--- config.mk ---
export PLATFORM = sky130hd
export DESIGN_NAME = pfm_pin_map
export DESIGN_NICKNAME = d
export VERILOG_FILES = /design/src/pfm_pkg.sv /design/src/pfm_fall_det.sv /design/src/pfm_rst_filter.sv /design/src/pfm_pin_map.sv
export SDC_FILE = /design/constraint.sdc
export NUM_CORES = 1
export LEC_CHECK = 0
export BUFFER_PORTS_ARGS = -buffer_cell sky130_fd_sc_hd__clkbuf_2
export CAP_MARGIN = 40
export CORE_MARGIN = 4
export CORE_UTILIZATION = 43
export DETAILED_ROUTE_END_ITERATION = 6
export GPL_ROUTABILITY_DRIVEN = 0
export PLACE_DENSITY = 0.76
export SLEW_MARGIN = 20
export SYNTH_ARGS = -nofsm -noshare
export SYNTH_HDL_FRONTEND = slang
export SYNTH_SLANG_ARGS = --single-unit
--- constraint.sdc ---
create_clock -name clk -period 1.5 [get_ports clk]
set_input_delay 0.075 -clock clk [delete_from_list [all_inputs] [get_ports clk]]
set_output_delay 0.075 -clock clk [all_outputs]
set_load 0.02 [all_outputs]
--- src/pfm_pkg.sv ---
`default_nettype none
package pfm_pkg;
	// reset pin hold, in oscillator periods (clk is the oscillator)
	localparam int RST_HOLD_OSC = 64;
	localparam int RST_HOLD_CYC = RST_HOLD_OSC;
	// port reset value: latches high, pins released to pullups
	localparam logic [7:0] PORT_RST_VAL = 8'hff;
	// port 3 bit positions of the alternate functions
	localparam int P3_RXD = 0;
	localparam int P3_TXD = 1;
	localparam int P3_INT0 = 2;
	localparam int P3_INT1 = 3;
	localparam int P3_T0 = 4;
	localparam int P3_T1 = 5;
	localparam int P3_WR = 6;
	localparam int P3_RD = 7;
	// code range select bits in the first user configuration byte
	localparam int CFG_RNG_LO_POS = 2;
	localparam int CFG_RNG_HI_POS = 3;
	// serial mode 0 (shift register mode)
	localparam logic [1:0] SER_MODE0 = 2'h0;

	// timer 2 operating modes
	typedef enum logic [1:0] {
		PFM_T2_CAPTURE = 2'h0,
		PFM_T2_RELOAD = 2'h1,
		PFM_T2_UPDOWN = 2'h2,
		PFM_T2_CLKOUT = 2'h3
	} pfm_t2_mode_e;

	// power states, one-hot
	typedef enum logic [2:0] {
		PFM_PWR_RUN = 3'h1,
		PFM_PWR_IDLE = 3'h2,
		PFM_PWR_DOWN = 3'h4
	} pfm_pwr_e;

	// external bus phases, one-hot
	typedef enum logic [2:0] {
		PFM_BUS_IDLE = 3'h1,
		PFM_BUS_ADDR = 3'h2,
		PFM_BUS_DATA = 3'h4
	} pfm_bus_e;

	// code strobe window: 00 none, 01 low half, 10 high half, 11 all
	function automatic logic code_in_range(input logic [1:0] sel, input logic [15:0] addr);
		case (sel)
			2'h0: code_in_range = 1'b0;
			2'h1: code_in_range = ~addr[15];
			2'h2: code_in_range = addr[15];
			default: code_in_range = 1'b1;
		endcase
	endfunction
endpackage
`default_nettype wire

--- src/pfm_fall_det.sv ---
`timescale 1ns/100ps
`default_nettype none
module pfm_fall_det #(
	parameter int W = 1
) (
	input wire logic clk,
	input wire logic resetn,
	input wire logic [W-1:0] pin,
	output logic [W-1:0] fall
);
	logic [W-1:0] prev_r;

	// one-cycle pulse on each high-to-low step of the pin
	always_ff @(posedge clk or negedge resetn)
	begin
		if (!resetn)
		begin
			prev_r <= {W{1'b1}};
			fall <= '0;
		end
		else
		begin
			prev_r <= pin;
			fall <= prev_r & ~pin;
		end
	end
endmodule
`default_nettype wire

--- src/pfm_rst_filter.sv ---
`timescale 1ns/100ps
`default_nettype none
module pfm_rst_filter (
	input wire logic clk,
	input wire logic resetn,
	input wire logic rst_pin,
	output logic core_rst
);
	logic [6:0] cnt_r;

	// count oscillator periods with the pin high; short glitches do nothing
	always_ff @(posedge clk or negedge resetn)
	begin
		if (!resetn)
		begin
			cnt_r <= '0;
			core_rst <= 1'b0;
		end
		else if (!rst_pin)
		begin
			cnt_r <= '0;
			core_rst <= 1'b0;
		end
		else if (cnt_r == 7'(pfm_pkg::RST_HOLD_CYC - 1))
			core_rst <= 1'b1;
		else
			cnt_r <= cnt_r + 7'h01;
	end
endmodule
`default_nettype wire

--- src/pfm_pin_map.sv ---
// Overview of operation
// - port 3 is an 8-bit pulled-up port carrying serial, irq, timer, strobes
// - code read strobe asserts only inside the range chosen by two config bits
// - data read strobe goes low while reading external data memory
// - write strobe goes low while writing external memory
// - reset pin high for 64 oscillator periods resets the device
// - reset pin high forces port pins to reset state, clock or not
// - reset pin raised in idle or powerdown returns to normal running
// - serial mode 0: transmit pin gives shift clock, receive pin is two-way
// - serial modes 1 to 3: receive pin only receives, transmit pin sends data
// - in counter mode each falling count-input edge increments timer 0 or 1
// - timer 2 clock pin is clock input in capture, clock output in clock-out
// - timer 2 capture mode: trigger falling edge starts a capture
// - timer 2 auto-reload mode: trigger falling edge reloads timer 2
// - timer 2 up/down mode: trigger high counts up, low counts down
// - page mode: port 0 low address, port 2 high address and data
// - all internal timing comes from the oscillator input
// - irq flags set by falling edge if edge select set, else by low level
// - non-page mode: port 0 multiplexes low address and data, port 2 high address
`timescale 1ns/100ps
`default_nettype none
module pfm_pin_map (
	input wire logic clk,
	input wire logic resetn,
	input wire logic rst_pin,
	output logic core_rst,
	input wire logic idle_req,
	input wire logic pdown_req,
	output logic idle_active,
	output logic pdown_active,
	input wire logic [7:0] user_config_byte_zero,
	input wire logic page_mode,
	input wire logic [7:0] p0_latch,
	input wire logic [7:0] p2_latch,
	input wire logic [7:0] p3_latch,
	input wire logic [7:0] p0_in,
	output logic [7:0] p0_out,
	output logic [7:0] p0_oe,
	input wire logic [7:0] p2_in,
	output logic [7:0] p2_out,
	output logic [7:0] p2_oe,
	input wire logic [7:0] p3_in,
	output logic [7:0] p3_out,
	output logic [7:0] p3_oe,
	output logic [7:0] p3_pins_r,
	input wire logic code_rd_req,
	input wire logic data_rd_req,
	input wire logic data_wr_req,
	input wire logic [15:0] bus_addr,
	input wire logic [7:0] bus_wdata,
	output logic bus_busy,
	output logic bus_done,
	output logic [7:0] bus_rdata,
	output logic ale,
	output logic code_read_strobe_n,
	input wire logic [1:0] ser_mode,
	input wire logic ser_m0_clk,
	input wire logic ser_m0_dout,
	input wire logic ser_m0_drive,
	input wire logic ser_txd,
	output logic ser_rxd,
	input wire logic [1:0] ext_irq_edge_sel,
	input wire logic [1:0] ext_irq_clr,
	output logic [1:0] ext_irq_flags,
	input wire logic [1:0] timer01_count_mode,
	output logic [1:0] timer01_count_tick,
	input wire logic [1:0] t2_mode,
	input wire logic t2_clkout_val,
	input wire logic timer2_clock_pin_in,
	output logic timer2_clock_pin_out,
	output logic timer2_clock_pin_oe,
	input wire logic timer2_trigger_pin,
	output logic t2_ext_tick,
	output logic t2_capture,
	output logic t2_reload,
	output logic t2_count_up
);
	pfm_pkg::pfm_pwr_e pwr_r;
	pfm_pkg::pfm_bus_e bus_r;
	pfm_pkg::pfm_t2_mode_e t2m;
	logic [1:0] kind_r, irq_fall, cnt_fall, rng_sel;
	logic [15:0] addr_r;
	logic [7:0] wdata_r;
	logic [7:0] p0_r, p0e_r, p2_r, p2e_r, p3_r, p3_alt;
	logic rd_n_r, wr_n_r, code_read_strobe_n_r;
	logic t2_fall, timer2_trigger_pin_fall, take;
	logic [6:0] hold_r;

	// the whole block runs on clk, which is the oscillator input
	assign t2m = pfm_pkg::pfm_t2_mode_e'(t2_mode);
	assign rng_sel = {user_config_byte_zero[pfm_pkg::CFG_RNG_HI_POS], user_config_byte_zero[pfm_pkg::CFG_RNG_LO_POS]};
	assign take = bus_r == pfm_pkg::PFM_BUS_IDLE && !core_rst && pwr_r == pfm_pkg::PFM_PWR_RUN;
	assign bus_busy = bus_r != pfm_pkg::PFM_BUS_IDLE;

	// reset pin filter and falling edge detectors
	pfm_rst_filter u_rst (
		.clk(clk),
		.resetn(resetn),
		.rst_pin(rst_pin),
		.core_rst(core_rst)
	);
	pfm_fall_det #(.W(2)) u_irq (
		.clk(clk),
		.resetn(resetn),
		.pin(p3_in[pfm_pkg::P3_INT1:pfm_pkg::P3_INT0]),
		.fall(irq_fall)
	);
	pfm_fall_det #(.W(2)) u_cnt (
		.clk(clk),
		.resetn(resetn),
		.pin(p3_in[pfm_pkg::P3_T1:pfm_pkg::P3_T0]),
		.fall(cnt_fall)
	);
	pfm_fall_det #(.W(2)) u_t2 (
		.clk(clk),
		.resetn(resetn),
		.pin({timer2_trigger_pin, timer2_clock_pin_in}),
		.fall({timer2_trigger_pin_fall, t2_fall})
	);

	// power state; a reset pin level wakes from idle and powerdown
	always_ff @(posedge clk or negedge resetn)
	begin
		if (!resetn)
			pwr_r <= pfm_pkg::PFM_PWR_RUN;
		else
			case (pwr_r)
				pfm_pkg::PFM_PWR_RUN:
				begin
					if (!rst_pin && pdown_req)
						pwr_r <= pfm_pkg::PFM_PWR_DOWN;
					else if (!rst_pin && idle_req)
						pwr_r <= pfm_pkg::PFM_PWR_IDLE;
				end
				pfm_pkg::PFM_PWR_IDLE, pfm_pkg::PFM_PWR_DOWN:
				begin
					if (rst_pin)
						pwr_r <= pfm_pkg::PFM_PWR_RUN;
				end
				default: pwr_r <= pfm_pkg::PFM_PWR_RUN;
			endcase
	end
	assign idle_active = pwr_r == pfm_pkg::PFM_PWR_IDLE;
	assign pdown_active = pwr_r == pfm_pkg::PFM_PWR_DOWN;

	// external bus sequencer: one address cycle, one strobe cycle
	always_ff @(posedge clk or negedge resetn)
	begin
		if (!resetn)
		begin
			bus_r <= pfm_pkg::PFM_BUS_IDLE;
			kind_r <= 2'h0;
			addr_r <= 16'h0000;
			wdata_r <= 8'h00;
		end
		else
			case (bus_r)
				pfm_pkg::PFM_BUS_IDLE:
				begin
					if (take && (code_rd_req || data_rd_req || data_wr_req))
					begin
						bus_r <= pfm_pkg::PFM_BUS_ADDR;
						kind_r <= code_rd_req ? 2'h0 : (data_rd_req ? 2'h1 : 2'h2);
						addr_r <= bus_addr;
						wdata_r <= bus_wdata;
					end
				end
				pfm_pkg::PFM_BUS_ADDR: bus_r <= pfm_pkg::PFM_BUS_DATA;
				pfm_pkg::PFM_BUS_DATA: bus_r <= pfm_pkg::PFM_BUS_IDLE;
				default: bus_r <= pfm_pkg::PFM_BUS_IDLE;
			endcase
	end

	// strobes, ale and read capture; port 3 strobes start a cycle early, the port 3 flop delays them
	always_ff @(posedge clk or negedge resetn)
	begin
		if (!resetn)
		begin
			code_read_strobe_n_r <= 1'b1;
			rd_n_r <= 1'b1;
			wr_n_r <= 1'b1;
			ale <= 1'b0;
			bus_done <= 1'b0;
			bus_rdata <= 8'h00;
		end
		else
		begin
			ale <= take && (code_rd_req || data_rd_req || data_wr_req);
			code_read_strobe_n_r <= !(bus_r == pfm_pkg::PFM_BUS_ADDR && kind_r == 2'h0 &&
				pfm_pkg::code_in_range(rng_sel, addr_r));
			rd_n_r <= !(take && !code_rd_req && data_rd_req);
			wr_n_r <= !(take && !code_rd_req && !data_rd_req && data_wr_req);
			bus_done <= bus_r == pfm_pkg::PFM_BUS_DATA;
			if (bus_r == pfm_pkg::PFM_BUS_DATA && kind_r != 2'h2)
				bus_rdata <= page_mode ? p2_in : p0_in;
		end
	end

	// ports 0 and 2: address/data during bus cycles, latches otherwise
	always_ff @(posedge clk or negedge resetn)
	begin
		if (!resetn)
		begin
			p0_r <= pfm_pkg::PORT_RST_VAL;
			p0e_r <= 8'h00;
			p2_r <= pfm_pkg::PORT_RST_VAL;
			p2e_r <= 8'h00;
		end
		else if (take && (code_rd_req || data_rd_req || data_wr_req))
		begin
			p0_r <= bus_addr[7:0];
			p0e_r <= 8'hff;
			p2_r <= bus_addr[15:8];
			p2e_r <= 8'hff;
		end
		else if (bus_r == pfm_pkg::PFM_BUS_ADDR && page_mode)
		begin
			p2_r <= wdata_r;
			p2e_r <= {8{kind_r == 2'h2}};
		end
		else if (bus_r == pfm_pkg::PFM_BUS_ADDR)
		begin
			p0_r <= wdata_r;
			p0e_r <= {8{kind_r == 2'h2}};
		end
		else if (bus_r != pfm_pkg::PFM_BUS_DATA)
		begin
			p0_r <= p0_latch;
			p0e_r <= ~p0_latch;
			p2_r <= p2_latch;
			p2e_r <= ~p2_latch;
		end
	end

	// alternate outputs on port 3, idle high so the latch alone rules
	always_comb
	begin
		p3_alt = 8'hff;
		if (ser_mode == pfm_pkg::SER_MODE0)
		begin
			p3_alt[pfm_pkg::P3_RXD] = ser_m0_drive ? ser_m0_dout : 1'b1;
			p3_alt[pfm_pkg::P3_TXD] = ser_m0_clk;
		end
		else
			p3_alt[pfm_pkg::P3_TXD] = ser_txd;
		p3_alt[pfm_pkg::P3_WR] = wr_n_r;
		p3_alt[pfm_pkg::P3_RD] = rd_n_r;
	end

	// port 3 pin drive: latch and function combined, pullups give the high
	always_ff @(posedge clk or negedge resetn)
	begin
		if (!resetn)
		begin
			p3_r <= pfm_pkg::PORT_RST_VAL;
			p3_pins_r <= pfm_pkg::PORT_RST_VAL;
			ser_rxd <= 1'b1;
		end
		else
		begin
			p3_r <= p3_latch & p3_alt;
			p3_pins_r <= p3_in;
			ser_rxd <= p3_in[pfm_pkg::P3_RXD];
		end
	end

	// reset pin forces every port to its reset state without any clock
	always_comb
	begin
		p0_out = rst_pin ? pfm_pkg::PORT_RST_VAL : p0_r;
		p0_oe = rst_pin ? 8'h00 : p0e_r;
		p2_out = rst_pin ? pfm_pkg::PORT_RST_VAL : p2_r;
		p2_oe = rst_pin ? 8'h00 : p2e_r;
		p3_out = rst_pin ? pfm_pkg::PORT_RST_VAL : p3_r;
		p3_oe = rst_pin ? 8'h00 : ~p3_r;
		code_read_strobe_n = rst_pin | code_read_strobe_n_r;
		timer2_clock_pin_out = rst_pin | t2_clkout_val;
		timer2_clock_pin_oe = !rst_pin && t2m == pfm_pkg::PFM_T2_CLKOUT;
	end

	// external interrupt flags; a new event wins over a clear
	always_ff @(posedge clk or negedge resetn)
	begin
		if (!resetn)
			ext_irq_flags <= 2'h0;
		else
			for (int i = 0; i < 2; i++)
				if (ext_irq_edge_sel[i] ? irq_fall[i] : !p3_in[pfm_pkg::P3_INT0 + i])
					ext_irq_flags[i] <= 1'b1;
				else if (ext_irq_clr[i])
					ext_irq_flags[i] <= 1'b0;
	end

	// counter ticks for timers 0, 1 and 2, trigger events of timer 2
	always_ff @(posedge clk or negedge resetn)
	begin
		if (!resetn)
		begin
			timer01_count_tick <= 2'h0;
			t2_ext_tick <= 1'b0;
			t2_capture <= 1'b0;
			t2_reload <= 1'b0;
			t2_count_up <= 1'b1;
		end
		else
		begin
			timer01_count_tick <= cnt_fall & timer01_count_mode;
			t2_ext_tick <= t2_fall && t2m == pfm_pkg::PFM_T2_CAPTURE;
			t2_capture <= timer2_trigger_pin_fall && t2m == pfm_pkg::PFM_T2_CAPTURE;
			t2_reload <= timer2_trigger_pin_fall && t2m == pfm_pkg::PFM_T2_RELOAD;
			t2_count_up <= t2m != pfm_pkg::PFM_T2_UPDOWN || timer2_trigger_pin;
		end
	end

	// consecutive reset pin samples, saturating, watched by the filter checks
	always_ff @(posedge clk or negedge resetn)
		if (!resetn)
			hold_r <= 7'h00;
		else
			hold_r <= rst_pin ? hold_r + 7'(hold_r != 7'h7f) : 7'h00;
endmodule
`default_nettype wire

Yosys cells after proc, flatten, opt, wreduce, memory -nomap -nowiden
Cells that the tools add are included.
- word-level logic and storage cells: 158
- memories kept: 0
- bits in read-only memories: 0
- memory bits (writable): 0
- register bits: 122
- latch bits: 0
- output and inout bits: 82
- input port bits: 106
- reduce and logical (&&, ||, !) cells: 42
- $lt $le $gt $ge: 0
- shift operators: 0
- div/mod/pow operators: 0
- bitwise logic cells: 14
- $mul: 0
- multiplexer cells: 45
- add/sub/neg operators: 1
- eq/ne operators: 23
- operators with widths (cell ; count):
    8-bit 2-to-1 mux ; 23
    8-bit inverter ; 3
    1-bit logical AND ; 17
    7-bit 2-to-1 mux ; 2
    3-bit 2-to-1 mux ; 4
    3-bit case mux with 2 select lines ; 2
    1-bit 2-to-1 mux ; 11
    2-bit inequality test (second input constant) ; 5
    1-bit zero test ; 9
    2-bit AND ; 4
    8-bit AND ; 1
    2-bit zero test ; 4
    2-bit AND reduction ; 4
    7-bit by 1-bit adder with 7-bit output (second input constant) ; 1
    7-bit by 6-bit == test with 1-bit output (second input constant) ; 1
    2-bit == test (second input constant) ; 3
    3-bit by 1-bit == test with 1-bit output (second input constant) ; 2
    3-bit by 2-bit == test with 1-bit output (second input constant) ; 2
    3-bit == test (second input constant) ; 2
    3-bit by 1-bit inequality test with 1-bit output (second input constant) ; 2
    2-bit inverter ; 3
    3-bit nonzero test ; 2
    2-bit by 1-bit == test with 1-bit output (second input constant) ; 2
    2-bit 2-to-1 mux ; 2
    9 further kinds ; 14

Depth between registers and ports, before layout
- depth after elaboration: 7
- mapped depth: 6

Modules after synthesis
A second synthesis with hierarchy kept.
- cell total of the unflattened synthesis: 433
- area, all modules: 4673.2 µm²
- modules (own cells, without submodules) (module ; area an instance (µm²) ; instances ; cells each):
    pfm_pin_map ; 3890.0 ; 1 ; 378
    pfm_rst_filter ; 392.9 ; 1 ; 37
    pfm_fall_det ; 130.1 ; 3 ; 6

Worst setup path after synthesis
OpenSTA, ideal clock, no wires.
- path type: reg-to-reg
- start point: register bus_r[2]
- end point: register p2e_r[0]
- period minus slack after synthesis: 1.646 ns
- setup slack: -0.146 ns
- required time: 1.379 ns
- arrival: 1.525 ns
- cell stages (with the launch flop): 6
- buffers on the path: 2
- cells stage by stage: dfrtp_1 > or3b_1 > clkbuf_1 > o21a_2 > buf_6 > o22a_1
- longest elaborated chain between the ends: 6
- elaborated cells on any way between the ends: 12
- those cells by class: eq/ne: 4; mux: 2; reduce/logical: 6
- RTL lines (item ; RTL line ; source):
    start: declaration ; pfm_pin_map.sv:79 ; pfm_pkg::pfm_bus_e bus_r;
    start signal: assignment ; pfm_pin_map.sv:151 ; bus_r <= pfm_pkg::PFM_BUS_IDLE;
    start signal: assignment ; pfm_pin_map.sv:162 ; bus_r <= pfm_pkg::PFM_BUS_ADDR;
    start signal: assignment ; pfm_pin_map.sv:168 ; pfm_pkg::PFM_BUS_ADDR: bus_r <= pfm_pkg::PFM_BUS_DATA;
    3-bit by 1-bit == test with 1-bit output ; pfm_pin_map.sv:92 ; assign take = bus_r == pfm_pkg::PFM_BUS_IDLE && !core_rst && pwr_r == pfm_pkg::PFM_PWR_RUN;
    1-bit logical AND (2 in a row) ; pfm_pin_map.sv:92 ;
    1-bit logical AND ; pfm_pin_map.sv:209 ; else if (take && (code_rd_req || data_rd_req || data_wr_req))
    3-bit by 2-bit inequality test with 1-bit output (no source line) / 3-bit nonzero test (equally long branches) ; - ;
    2-bit AND reduction (no source line) ; - ;
    end signal: assignment ; pfm_pin_map.sv:219 ; p2e_r <= {8{kind_r == 2'h2}};
    end signal: assignment ; pfm_pin_map.sv:231 ; p2e_r <= ~p2_latch;
    end: declaration ; pfm_pin_map.sv:84 ; logic [7:0] p0_r, p0e_r, p2_r, p2e_r, p3_r, p3_alt;
Parallel ways exist; a longest one is shown, timed or not.
A chain may end at the register's enable or synchronous reset.

Final worst setup path
- start point: register bus_r[0]
- end point: register p2_r[0]
- longest elaborated chain between the ends: 6
- elaborated cells on any way between the ends: 12
- those cells by class: eq/ne: 4; mux: 2; reduce/logical: 6
- RTL lines (item ; RTL line ; source):
    3-bit by 1-bit == test with 1-bit output ; pfm_pin_map.sv:92 ;
    1-bit logical AND (2 in a row) ; pfm_pin_map.sv:92 ;
    1-bit logical AND ; pfm_pin_map.sv:209 ;
    3-bit by 2-bit inequality test with 1-bit output (no source line) / 3-bit nonzero test (equally long branches) ; - ;
    2-bit AND reduction (no source line) ; - ;
    end signal: assignment ; pfm_pin_map.sv:206 ; p2_r <= pfm_pkg::PORT_RST_VAL;
    end signal: assignment ; pfm_pin_map.sv:213 ; p2_r <= bus_addr[15:8];
    end signal: assignment ; pfm_pin_map.sv:218 ; p2_r <= wdata_r;
    end: declaration ; pfm_pin_map.sv:84 ;
Parallel ways exist; a longest one is shown, timed or not.

==> impl_metrics.prom <==
# TYPE chip_impl_metric gauge
chip_impl_info{name="status",value="finished, violations left"} 1
chip_impl_info{name="violations",value="negative hold slack, negative setup slack"} 1
chip_impl_metric{name="clk_pin_slew",unit="ns"} 0.11
chip_impl_metric{name="critPathMaxFanout",unit=""} 6
chip_impl_metric{name="route.antenna.remaining_nets",unit=""} 0
chip_impl_metric{name="detail_route.vias_per_cell",unit=""} 4.954
chip_impl_metric{name="cts_sinks",unit=""} 102
chip_impl_info{name="timing.hold.worst.class",value="input port to flop"} 1
chip_impl_metric{name="final.period_utilization",unit="%"} 109.8
chip_impl_metric{name="timing.critical_path.required",unit="ns"} 1.82
chip_impl_metric{name="grt_remaining_overflow",unit=""} 0
chip_impl_metric{name="post_synth_edffs",unit=""} 0
chip_impl_metric{name="grt_max_degree",unit=""} 55
chip_impl_metric{name="starting_drc_count_in_detailed_routing",unit=""} 273
chip_impl_metric{name="power.net_switching",unit="W"} 0.003921
chip_impl_metric{name="synth_warnings",unit=""} 0
chip_impl_metric{name="setup_slack",unit="ns"} -0.1467
chip_impl_metric{name="antenna_cells_inserted",unit=""} 0
chip_impl_metric{name="syn_std_cell_area",unit="sq um"} 4516
chip_impl_metric{name="finalSetupViolations",unit=""} 40
chip_impl_metric{name="grt.total_usage",unit="%"} 21.29
chip_impl_metric{name="top_level_ports",unit=""} 188
chip_impl_metric{name="fp.coreArea",unit="sq um"} 10280
chip_impl_metric{name="firstDrtPassIters",unit=""} 5
chip_impl_metric{name="worst_reg2reg_path_length_in_cells",unit=""} 7
chip_impl_metric{name="std_cell_rows",unit=""} 37
chip_impl_metric{name="power_frac_seq",unit="%"} 40.4
chip_impl_metric{name="grt_pass1_wl",unit="microns"} 21420
chip_impl_metric{name="via_count",unit=""} 4285
chip_impl_metric{name="die_width",unit="microns"} 110.5
chip_impl_metric{name="postSynth.asyncResetShare",unit="%"} 100.0
chip_impl_metric{name="ctsLongestPathBuffers",unit=""} 2
chip_impl_metric{name="fin_tns_setup",unit="ns"} -2.284
chip_impl_metric{name="via_count_of_the_first_global_routing_pass",unit=""} 4365
chip_impl_metric{name="ys_types",unit=""} 47
chip_impl_metric{name="pre_cts_ws",unit="ns"} -0.1554
chip_impl_info{name="synth_ff_type",value="dfrtp_1"} 1
chip_impl_metric{name="final_net_count",unit=""} 831
chip_impl_info{name="min_from",value="p0_in[2]"} 1
chip_impl_metric{name="arrival_time_reported_for_the_critical_path_endpoint",unit="ns"} 1.96
chip_impl_metric{name="h-tree-depth",unit=""} 3
chip_impl_info{name="setup_repair_after_global_routing_missed_its_margin",value="yes"} 1
chip_impl_info{name="worst_r2r_startpoint",value="bus_r[0]"} 1
chip_impl_metric{name="max_cap_violations",unit=""} 0
chip_impl_metric{name="detail_route.drc_violations",unit=""} 0
chip_impl_metric{name="portBuffers",unit=""} 181
chip_impl_metric{name="hold_slack",unit="ns"} -0.008471
chip_impl_metric{name="ys_ff_latch",unit=""} 102
chip_impl_metric{name="hold_path_depth",unit=""} 3
chip_impl_metric{name="slew_viol_final",unit=""} 0
chip_impl_metric{name="total_power",unit="W"} 0.01052
chip_impl_metric{name="clk_lat_worst_skew",unit="ns"} 0.38
chip_impl_metric{name="route.detailed.wl_per_inst",unit="microns"} 15.70
chip_impl_metric{name="syn-mean-instance-area",unit="sq um"} 10.17
chip_impl_info{name="cts.root.buffer_cell",value="clkbuf_8"} 1
chip_impl_metric{name="postSynthNetCount",unit=""} 551
chip_impl_metric{name="clock-skew-final",unit="ns"} 0.02096
chip_impl_metric{name="starting_density",unit="%"} 43.94
chip_impl_info{name="hold_end",value="bus_rdata[2]"} 1
chip_impl_metric{name="antenna_violations_before_repair",unit=""} 0
chip_impl_metric{name="totalWireLength",unit="microns"} 13580
chip_impl_metric{name="drive_gt1_share",unit="%"} 49.66
chip_impl_info{name="clock_tree_from_tritoncts",value="done"} 1
chip_impl_metric{name="layout.filler_cells",unit=""} 731
chip_impl_metric{name="fp.dieArea",unit="sq um"} 12200
chip_impl_metric{name="highest_clock_frequency_the_design_can_meet",unit="MHz"} 607.3
chip_impl_metric{name="timing.max_slew.rel_slack",unit="%"} 74.48
chip_impl_info{name="r2r_end",value="p2_r[0]"} 1
chip_impl_metric{name="number_of_buffers_inserted_during_clock_tree_synthesis",unit=""} 9
chip_impl_metric{name="leakagePower",unit="nW"} 3.486
chip_impl_metric{name="r2r_slack",unit="ns"} -0.15
chip_impl_metric{name="synth.yosys.seq_area_share",unit="%"} 57.63
chip_impl_metric{name="max_slew.worst_pin.slew",unit="ns"} 0.3828
chip_impl_metric{name="timing_hold_violations_final",unit=""} 3
chip_impl_metric{name="fin_crit",unit="ns"} 1.647
chip_impl_metric{name="p_per_cell_area",unit="nW/um^2"} 1481
chip_impl_info{name="setup.worst_path.end_class",value="flop"} 1
chip_impl_metric{name="dp.final_hpwl",unit="microns"} 9005
chip_impl_metric{name="share_clk_of_total_power",unit="%"} 17.7
chip_impl_metric{name="chipHeight",unit="microns"} 110.5
chip_impl_metric{name="comb_power_share",unit="%"} 41.9
chip_impl_info{name="startpoint_class_of_the_critical_path",value="flop"} 1
chip_impl_metric{name="switching_share",unit="%"} 37.27
chip_impl_metric{name="int_pwr",unit="W"} 0.006599
chip_impl_metric{name="vdd.ir_drop.worst",unit="V"} 0.0007179
chip_impl_metric{name="syn2layout_area_growth",unit="%"} 57.36
chip_impl_info{name="path_class",value="flop to flop"} 1
chip_impl_metric{name="synthCells",unit=""} 444
[kinds of logic (layout without fill, tap and decap cells)]
group	count (synthesis)	in the layout	share of synthesized area, %
AND/OR/NAND/NOR	201	202	23.61
adder cells (fa/ha/maj)	1	1	0.2770
XOR/XNOR	1	1	0.1940
flip-flops	102	102	57.63
AO/OA/AOI/OAI	86	86	11.67
multiplexers	12	12	2.660
buffers and inverters	41	325	3.962
[cells in the mapped netlist, types with 2 or more instances]
cell	n	share of area (%)
mux2i_1	12	2.7
a31oi_1	9	1.2
or2b_1	2	0.33
or3b_2	2	0.39
nand3_2	2	0.44
buf_2	8	0.89
o22a_1	7	1.4
or4_1	3	0.50
nor2_1	29	2.4
dfrtp_1	62	34
nand2_1	60	5.0
buf_4	2	0.33
or2_2	26	3.6
o221ai_1	2	0.39
o21a_1	7	1.2
nor3b_1	5	0.83
and2_1	5	0.69
o21ai_0	40	4.4
nor2b_1	32	4.4
nor3_1	4	0.44
nand2b_1	16	2.2
nand3_1	7	0.78
inv_1	17	1.4
dfstp_2	40	23
a21oi_1	12	1.3
clkbuf_1	12	1.0
[worst max-delay path by stage]
stage	start	to	slack, ns	cells after the start
finish	bus_r[0]	p2_r[0]	-0.15	7
global route	bus_r[0]	p0_r[7]	-0.20	7
CTS	bus_r[0]	p2_r[7]	-0.11	6
detailed placement	bus_r[0]	p2_r[1]	-0.16	7
global placement	pwr_r[0]	p2e_r[4]	-0.09	5
floorplan	bus_r[2]	p2e_r[0]	-0.08	5
[cells in the final DEF, fill, tap and decap left out, types with 3 or more instances in the layout]
master           n
clkbuf_2       178
dlygate4sd3_1   64
dfrtp_1         61
nand2_1         48
dfstp_2         40
nor2b_1         30
buf_4           27
or2_2           26
o21ai_0         21
nor2_1          20
o21ai_1         18
inv_1           14
nand2b_1        14
mux2i_1         12
buf_6           11
a31oi_1          9
nand2_2          9
a21oi_1          9
clkbuf_8         9
o21a_1           7
o22a_1           7
buf_12           7
nor2_2           6
and2_1           5
nand3_1          5
nor3_1           4
nor3b_1          3
nor2_4           3
nand2b_4         3
nand2_4          3
[what timing repair did]
action	in CTS	in global routing
gates cloned	1	3
setup endpoints to repair	47	58
resized for setup	37	59
pin swaps	17	23
hold buffers	61	3
setup buffers	2	6
endpoints found under the hold margin	133	3
[per-stage QoR]
step / hold slack [ns] / std cells / util (%) / cell area, sq um
after global routing: 0.0001170 / 865 / 69.14 / 7106
after detailed placement: 0.02483 / 775 / 57.07 / 5866
after floorplan: -0.2206 / 444 / - / 4558
after global placement: 0.01870 / 775 / 57.07 / 5866
final: -0.008471 / 865 / 69.14 / 7106
after CTS: 0.00007946 / 855 / 66.42 / 6827
[area by class of cell]
class / instances / area, sq um / area share (%)
Multi-Input combinational cell: 302 / 1968 / 27.70
Sequential cell: 102 / 2604 / 36.64
Inverter: 18 / 81.33 / 1.145
Clock buffer: 9 / 123.9 / 1.743
Tap cell: 136 / 170.2 / 2.395
Timing Repair Buffer: 291 / 2068 / 29.11
Clock inverter: 7 / 90.09 / 1.268
[sequential cells by signal, indices dropped and copies added, names as in the netlist, 3 cells and up]
register,count
u_rst.cnt_r,7
p3_r,8
bus_rdata,8
pwr_r,3
bus_r,3
p3_pins_r,8
p2_r,8
p0e_r,8
p0_r,8
wdata_r,8
p2e_r,8
[power by group through the flow]
stage                     Sequential, W  Combinational (W)  Clock (W)
after floorplan                 0.00425            0.00207          0
final                           0.00425            0.00441    0.00187
after global placement          0.00421            0.00345          0
after global routing            0.00434            0.00477    0.00203
after CTS                       0.00421            0.00388    0.00190
after detailed placement        0.00424            0.00355          0
[per-layer routing]
metal	global-route usage [%]	share of wire [%]
met3	6.795	7.6
met2	35.80	50
met5	0	0
met4	5.993	2.3
met1	26.37	40
[worst max-delay path, cell delays in order (launching register included)]
cell and delay (ns):
dfstp_2 0.39, nor3b_2 0.15, buf_4 0.15, nand3_4 0.10
inv_6 0.06, buf_4 0.15, or4_1 0.51, nand3_1 0.08
No activity file was read; power rests on OpenSTA's default activity.
